<file path="config.mk">
export PLATFORM = sky130hd
export DESIGN_NAME = ram_monitor_port
export DESIGN_NICKNAME = d
export VERILOG_FILES = /design/src/logic/pin_sync.v /design/src/logic/ram_monitor_port.v
export VERILOG_INCLUDE_DIRS = /design/src /design/src/include
export SDC_FILE = /design/constraint.sdc
export NUM_CORES = 1
export LEC_CHECK = 0
export BUFFER_PORTS_ARGS = -buffer_cell sky130_fd_sc_hd__buf_2
export CAP_MARGIN = 20
export CORE_UTILIZATION = 29
export DETAILED_ROUTE_END_ITERATION = 10
export GPL_ROUTABILITY_DRIVEN = 0
export PLACE_DENSITY = 0.48
export RECOVER_POWER = 100
export SYNTH_ARGS = -nofsm -noshare
export SYNTH_HDL_FRONTEND = slang
export SYNTH_SLANG_ARGS = --single-unit
</file>
<file path="constraint.sdc">
create_clock -name clock_i -period 3.2 [get_ports clock_i]
set_input_delay 0 -clock clock_i [delete_from_list [all_inputs] [get_ports clock_i]]
set_output_delay 0 -clock clock_i [all_outputs]
set_load 0.01 [all_outputs]
</file>
<file path="src/include/ram_monitor_port_regs.vh">
// constants for the ram monitor port: timing counts and command codes
// assumes plain Verilog-2005 includes by bare name
`ifndef RAM_MONITOR_PORT_REGS_VH
`define RAM_MONITOR_PORT_REGS_VH

// ----------------------------------------------------------------
// timing counts, in monitor clock rising edges
// ----------------------------------------------------------------
`define MON_INIT_CLOCKS      4'h5
`define MON_POST_RST_CLOCKS  4'h2

// ----------------------------------------------------------------
// nibble command codes
// ----------------------------------------------------------------
`define MON_CMD_READ         4'h8
`define MON_CMD_WRITE        4'ha

// ----------------------------------------------------------------
// status nibbles driven back on the data lines
// ----------------------------------------------------------------
`define MON_STAT_BUSY        4'h0
`define MON_STAT_READY       4'h1
`define MON_STAT_BUS_ERROR   4'h7

`endif

</file>
<file path="src/logic/pin_sync.v">
// two-flip-flop synchroniser for a bundle of asynchronous inputs
// assumes the destination clock is clock_i
`timescale 1ns/1ns
module pin_sync #(
  parameter WIDTH = 1
) (
  input  wire             clock_i,
  input  wire             sys_rst_i,
  input  wire [WIDTH-1:0] async_i,
  input  wire [WIDTH-1:0] reset_val_i,
  output reg  [WIDTH-1:0] sync_o
);

  reg [WIDTH-1:0] meta_r;

  always @(posedge clock_i)
  begin
    if (sys_rst_i)
    begin
      // start at the idle level of each pin so no false edge follows reset
      meta_r <= reset_val_i;
      sync_o <= reset_val_i;
    end
    else
    begin
      meta_r <= async_i;
      sync_o <= meta_r;
    end
  end

endmodule // pin_sync

</file>
<file path="src/logic/ram_monitor_port.v">
// ram monitor debug port: nibble-serial command, address and data
// assumes a single-word system bus master handshake on clock_i
// Overview of operation
// - reset low over more than five monitor clocks initializes the port
// - reset mid-transfer abandons the bus access with no recovery
// - no transfer while the device is in external or internal reset
// - a bus error from an uninitialized memory access is reported back
`timescale 1ns/1ns
`include "ram_monitor_port_regs.vh"
module ram_monitor_port #(
  parameter ADDR_NIBBLES = 8,
  parameter DATA_NIBBLES = 8
) (
  input  wire                      clock_i,
  input  wire                      sys_rst_i,
  input  wire                      monitor_clock_i,
  input  wire                      monitor_port_reset_n_i,
  input  wire                      monitor_sync_strobe_n_i,
  input  wire [3:0]                monitor_data_lines_i,
  output reg  [3:0]                monitor_data_lines_o,
  output reg                       monitor_data_lines_oe_n_o,
  input  wire                      debug_unit_reset_n_i,
  input  wire                      device_in_reset_i,
  output reg                       bus_req_o,
  output reg                       bus_write_o,
  output reg  [4*ADDR_NIBBLES-1:0] bus_addr_o,
  output reg  [4*DATA_NIBBLES-1:0] bus_wdata_o,
  input  wire                      bus_done_i,
  input  wire                      bus_error_i,
  input  wire [4*DATA_NIBBLES-1:0] bus_rdata_i,
  output reg                       port_ready_o
);

  // ----------------------------------------------------------------
  // pin synchronisers
  // ----------------------------------------------------------------
  wire [6:0] pins_s;

  pin_sync #(
    .WIDTH (7)
  ) u_sync (
    .clock_i     (clock_i),
    .sys_rst_i   (sys_rst_i),
    .async_i     ({monitor_clock_i, monitor_port_reset_n_i, monitor_sync_strobe_n_i,
                   monitor_data_lines_i}),
    .reset_val_i (7'h10),
    .sync_o      (pins_s)
  );

  wire       mck_s   = pins_s[6];
  wire       prst_n  = pins_s[5];
  wire       sync_n  = pins_s[4];
  wire [3:0] din     = pins_s[3:0];

  reg  mck_d_r;
  wire mck_rise = mck_s & ~mck_d_r;

  localparam ST_UNINIT = 3'h0;
  localparam ST_POST   = 3'h1;
  localparam ST_IDLE   = 3'h2;
  localparam ST_CMD    = 3'h3;
  localparam ST_ADDR   = 3'h4;
  localparam ST_WDATA  = 3'h5;
  localparam ST_BUS    = 3'h6;
  localparam ST_RDATA  = 3'h7;

  reg [2:0] state_r;
  reg [3:0] init_cnt_r;
  reg [3:0] post_cnt_r;
  reg [3:0] cmd_r;
  reg [5:0] nib_r;
  reg [4*DATA_NIBBLES-1:0] rdata_r;
  reg       err_r;

  function is_cmd;
    input [3:0] c;
    begin
      is_cmd = (c == `MON_CMD_READ) || (c == `MON_CMD_WRITE);
    end
  endfunction

  wire blocked = device_in_reset_i | ~debug_unit_reset_n_i;

  // ----------------------------------------------------------------
  // port sequencing
  // ----------------------------------------------------------------
  always @(posedge clock_i)
  begin
    if (sys_rst_i)
    begin
      mck_d_r                   <= 1'b0;
      state_r                   <= ST_UNINIT;
      init_cnt_r                <= 4'h0;
      post_cnt_r                <= 4'h0;
      cmd_r                     <= 4'h0;
      nib_r                     <= 6'h00;
      rdata_r                   <= {4*DATA_NIBBLES{1'b0}};
      err_r                     <= 1'b0;
      bus_req_o                 <= 1'b0;
      bus_write_o               <= 1'b0;
      bus_addr_o                <= {4*ADDR_NIBBLES{1'b0}};
      bus_wdata_o               <= {4*DATA_NIBBLES{1'b0}};
      monitor_data_lines_o      <= `MON_STAT_BUSY;
      monitor_data_lines_oe_n_o <= 1'b1;
      port_ready_o              <= 1'b0;
    end
    else
    begin
      mck_d_r <= mck_s;
      if (!prst_n)
      begin
        // reset abandons any access in flight
        state_r                   <= ST_UNINIT;
        bus_req_o                 <= 1'b0;
        monitor_data_lines_oe_n_o <= 1'b1;
        port_ready_o              <= 1'b0;
        post_cnt_r                <= 4'h0;
        if (mck_rise && init_cnt_r <= `MON_INIT_CLOCKS)
          init_cnt_r <= init_cnt_r + 4'h1;
      end
      else if (mck_rise)
      begin
        case (state_r)
          ST_UNINIT:
          begin
            // need more than five clocks under reset
            if (init_cnt_r > `MON_INIT_CLOCKS)
              state_r <= ST_POST;
            init_cnt_r <= 4'h0;
          end
          ST_POST:
          begin
            // strobe and data ignored until post-reset clocks pass
            post_cnt_r <= post_cnt_r + 4'h1;
            if (post_cnt_r >= `MON_POST_RST_CLOCKS)
            begin
              state_r      <= ST_IDLE;
              port_ready_o <= 1'b1;
            end
          end
          ST_IDLE:
          begin
            monitor_data_lines_oe_n_o <= 1'b1;
            if (!sync_n && !blocked && is_cmd(din))
            begin
              cmd_r   <= din;
              nib_r   <= 6'h00;
              err_r   <= 1'b0;
              state_r <= ST_ADDR;
            end
          end
          ST_ADDR:
          begin
            bus_addr_o <= {bus_addr_o[4*ADDR_NIBBLES-5:0], din};
            nib_r      <= nib_r + 6'h01;
            if (sync_n)
              state_r <= ST_IDLE;
            else if (nib_r == ADDR_NIBBLES - 1)
            begin
              nib_r   <= 6'h00;
              state_r <= (cmd_r == `MON_CMD_WRITE) ? ST_WDATA : ST_BUS;
            end
          end
          ST_WDATA:
          begin
            bus_wdata_o <= {bus_wdata_o[4*DATA_NIBBLES-5:0], din};
            nib_r       <= nib_r + 6'h01;
            if (sync_n)
              state_r <= ST_IDLE;
            else if (nib_r == DATA_NIBBLES - 1)
              state_r <= ST_BUS;
          end
          ST_RDATA:
          begin
            monitor_data_lines_o <= rdata_r[4*DATA_NIBBLES-1 -: 4];
            rdata_r              <= {rdata_r[4*DATA_NIBBLES-5:0], 4'h0};
            nib_r                <= nib_r + 6'h01;
            if (sync_n || nib_r == DATA_NIBBLES)
            begin
              monitor_data_lines_oe_n_o <= 1'b1;
              state_r                   <= ST_IDLE;
            end
          end
          ST_BUS:
          begin
            monitor_data_lines_oe_n_o <= 1'b0;
            if (!bus_req_o && !err_r && nib_r != 6'h3f)
            begin
              monitor_data_lines_o <= `MON_STAT_BUSY;
              if (!blocked)
              begin
                bus_req_o   <= 1'b1;
                bus_write_o <= (cmd_r == `MON_CMD_WRITE);
              end
            end
            else if (err_r)
              monitor_data_lines_o <= `MON_STAT_BUS_ERROR;
            else if (nib_r == 6'h3f)
            begin
              // ready shown; on a write, strobe released by tool one clock later
              monitor_data_lines_o <= `MON_STAT_READY;
              if (cmd_r == `MON_CMD_READ)
              begin
                nib_r   <= 6'h00;
                state_r <= ST_RDATA;
              end
            end
            // strobe released after the status: release the lines and go idle
            if (sync_n && (err_r || nib_r == 6'h3f))
            begin
              monitor_data_lines_oe_n_o <= 1'b1;
              state_r                   <= ST_IDLE;
            end
          end
          default:
            state_r <= ST_UNINIT;
        endcase
      end

      // bus completion is taken on any system clock
      if (prst_n && state_r == ST_BUS && bus_req_o && bus_done_i)
      begin
        bus_req_o <= 1'b0;
        rdata_r   <= bus_rdata_i;
        err_r     <= bus_error_i;
        nib_r     <= bus_error_i ? 6'h00 : 6'h3f;
      end
    end
  end

endmodule // ram_monitor_port

</file>
==> run_results.csv <==
group,metric,value,unit
clock_tree,h-tree-depth,4,
synth,synth_ff_type,"dfxtp_1",
drt,ant_nets,0,
final_layout,antenna_cells,0,
clock_tree,clock_sinks,141,
setup_path,slowest_stage,"dfxtp_1",
sta,hold_viol,0,
power_and_ir_drop,cellLeakagePower,2.466,nW
global_route,grt_pass1_vias,4760,
drt,vias_per_cell,4.595,
global_route,grt_pass1_wl,24.08,mm
final_layout,drive_above_1_share,13.81,%
final_layout,syn_to_final_growth,27.03,%
global_route,grt_util_all_layers,14.85,%
synth,synth_most_common_cell,"nand2_1",
power_and_ir_drop,clkPwrFrac,49.6,%
power_and_ir_drop,power_density,501.9,nW/um^2
placement,hpwl,9.551,mm
setup_path,path_max_fanout,56,
sta,worst_pin_slew,2.152,ns
synth,syn_inst,699,
global_route,antenna_found_initial,0,
global_route,top_usage_layer,"met2",
setup_path,r2r-start,"state_r[1]$_SDFFE_PP0P_",
setup_path,cp.arrival,2.84,ns
sta,fin_crit_sh,79.70,%
setup_path,max_stage_delay,0.60,ns
setup_path,end_kind,"register",
drt,wl_per_cell,13.56,um
worst_hold_path,hold_path_end,"state_r[1]$_SDFFE_PP0P_",
floorplanning,ios,117,
power_and_ir_drop,swShare,24.18,%
drt,first_iter_violations,312,
floorplanning,core_area,19720,um^2
sta,rsz0062_at_grt,"false",
final_layout,fin_nets,886,
global_route,met3_usage,3.742,%
global_route,gr-usage-met2,23.10,%
synth,yosysUniqueCellTypes,62,
sta,drv_slew,90,
placement,portBuffers,116,
run_status,violations,"capacitance limit, slew limit",
clock_tree,post_cts.repair.setup_buffers,0,
setup_path,regToRegEndpoint,"rdata_r[31]$_SDFFE_PP0P_",
sta,final.setup.worst_slack,0.6495,ns
sta,finalSetupTns,0,ns
setup_path,required,3.49,ns
worst_hold_path,min_path_cells,5,
global_route,grtUsageMet1,19.93,%
clock_tree,numCtsBuffers,17,
synth,yosysWarnings,0,
sta,clock.fmax,392.1,MHz
floorplanning,die_w,144.5,um
floorplanning,die_h,144.5,um
clock_tree,clockRootBuffer,"clkbuf_16",
power_and_ir_drop,peakVddDrop,338.4,uV
synth,synth-seq-cells,141,
clock_tree,path_clk_slew,0.06,ns
global_route,grt_max_degree,90,
final_layout,utilization,37.96,%
synth,synth_edf_count,0,
synth,syn_avg_cell_area,8.429,um^2
power_and_ir_drop,combPwrFrac,3.1,%
setup_path,reg2reg_slack,0.65,ns
floorplanning,rows,51,
clock_tree,holdBufCountCts,40,
synth,syn_area,5892,um^2
floorplanning,start_util,29.88,%
synth,ys_seq_area_share,47.91,%
power_and_ir_drop,power_frac_seq,47.2,%
sta,setup_viol,0,
power_and_ir_drop,p_sw,0.9082,mW
setup_path,start_kind,"register",
sta,relSlewSlack,-43.49,%
power_and_ir_drop,p_int,2.848,mW
drt,num_vias,5110,
sta,layout_min_cycle_time,2.551,ns
placement,dpl_worst_slack,0.9543,ns
global_route,grt_overflow,0,
run_status,outcome,"complete, but fails checks",
sta,whs,0.1822,ns
clock_tree,clock_path_buffers,2,
synth,yosys-top-cells-count,"205 x nand2_1, 141 x dfxtp_1, 77 x a21oi_1",
drt,post-route-drc-count,0,
final_layout,final_cells,1112,
worst_hold_path,min_from,"device_in_reset_i",
sta,fin_worst_skew,0.009445,ns
setup_path,crit_chain,"nand3b_1 > or2_1 > o21ai_0 > buf_12 > nor2_1 > a311oi_1",
clock_tree,clk-insertion-delay-late,0.42,ns
worst_hold_path,min_path_type,"input pin to register",
clock_tree,post_cts_resized,0,
synth,mappedNetlistNets,751,
synth,synth_top_area_share,47.91,%
flow_run,maxCapViolCount,1,
synth,ys_async_sr_fraction,0,%
synth,netlist_top_cells_area,"dfxtp_1 48%, nand2_1 13%, a21oi_1 6.5%, a311oi_2 5.4%, nor2_1 3.4%",
drt,firstDrtPassIters,5,
clock_tree,cts_tree,"yes",
placement,dp.cells,1039,
drt,drt_wl_total,15.08,mm
floorplanning,die-area,20890,um^2
setup_path,path_class,"register to register",
synth,yosys.area.top_type,"dfxtp_1",
setup_path,reg2reg_depth,6,
[how the worst max path moves through the flow]
stage,cells past startpoint,startpoint,slack (ns),to
floorplan,6,nib_r[0]$_SDFFE_PP0P_,1.45,nib_r[0]$_SDFFE_PP0P_
global placement,6,state_r[1]$_SDFFE_PP0P_,0.94,rdata_r[28]$_SDFFE_PP0P_
detailed placement,6,state_r[1]$_SDFFE_PP0P_,0.95,rdata_r[29]$_SDFFE_PP0P_
CTS,6,state_r[1]$_SDFFE_PP0P_,0.95,rdata_r[23]$_SDFFE_PP0P_
global route,6,state_r[1]$_SDFFE_PP0P_,0.44,rdata_r[23]$_SDFFE_PP0P_
finish,6,state_r[1]$_SDFFE_PP0P_,0.65,rdata_r[31]$_SDFFE_PP0P_
[cells by family (layout without fill, tap and decap cells)]
family,after synthesis,count (layout),share of synthesized area (%)
AND/OR/NAND/NOR,329,329,24.57
AO/OA/AOI/OAI,145,145,18.79
flip-flops,141,141,47.91
buffers and inverters,64,212,5.096
multiplexers,8,8,1.402
adder cells (fa/ha/maj),7,7,1.486
XOR/XNOR,5,5,0.7434
[final cells by class]
cell class	instances	area, um^2
inverters	12	45.04
clock buffers	18	429.2
repair buffers	168	994.7
clock inverters	14	123.9
well taps	265	331.6
fillers	2089	12230
flip-flops and latches	141	2823
multi-input cells	494	2738
[per-stage QoR]
| step | area, um^2 | power [mW] |
|---|---|---|
| floorplan | 5892 | 1.852 |
| global placement | 6676 | 1.899 |
| detailed placement | 6676 | 1.899 |
| CTS | 7630 | 3.820 |
| global route | 7485 | 3.906 |
| finish | 7485 | 3.756 |
[power by group through the flow]
stage / sequential (mW) / clock (mW) / combinational (mW)
2_1_floorplan: 1.81 / 0 / 0.0439
4_1_cts: 1.77 / 1.92 / 0.122
3_3_place_gp: 1.81 / 0 / 0.0857
3_5_place_dp: 1.81 / 0 / 0.0848
6_report: 1.77 / 1.86 / 0.118
5_1_grt: 1.77 / 2.00 / 0.130
[flip-flops by register name, indices dropped and copies added (netlist names)]
register                   flops
state_r                        3
port_ready_o                   1
bus_addr_o                    32
u_sync.sync_o                  7
mck_d_r                        1
err_r                          1
post_cnt_r                     4
nib_r                          6
u_sync.meta_r                  7
bus_write_o                    1
bus_wdata_o                   32
monitor_data_lines_oe_n_o      1
cmd_r                          4
init_cnt_r                     4
monitor_data_lines_o           4
bus_req_o                      1
rdata_r                       32
[worst max-delay path: cells and delay by family (launching register included)]
kind / cells / cell delay, ns
DFF: 1 / 0.60
AOI/OAI and AO/OA: 2 / 0.52
and+or+nand+nor: 3 / 0.97
buffers and inverters: 1 / 0.32
[metal layers]
layer	routed length (um)	vias to the layer above	part of all wire (%)
met1	7469	2347	50
met2	6818	97	45
met5	0	-	0
met3	595	11	3.9
li1	-	2655	-
met4	198	0	1.3
[layout by cell type, fill, tap and decap left out, drive strengths merged, types with 4 or more instances in the layout]
cell / Yosys / routed
nand2: 205 / 205
dfxtp: 141 / 141
clkbuf: 34 / 93
a21oi: 77 / 77
nor2: 54 / 54
buf: 18 / 53
dlygate4sd3: 0 / 40
a311oi: 29 / 29
inv: 12 / 21
nor2b: 15 / 15
nand3: 9 / 9
nor3: 9 / 9
nand2b: 7 / 7
ha: 7 / 7
mux2i: 6 / 6
o21ai: 6 / 6
a211oi: 5 / 5
a221oi: 5 / 5
or3: 4 / 4
o211ai: 4 / 4
nand4: 4 / 4
(Power assumes the default switching activity.)
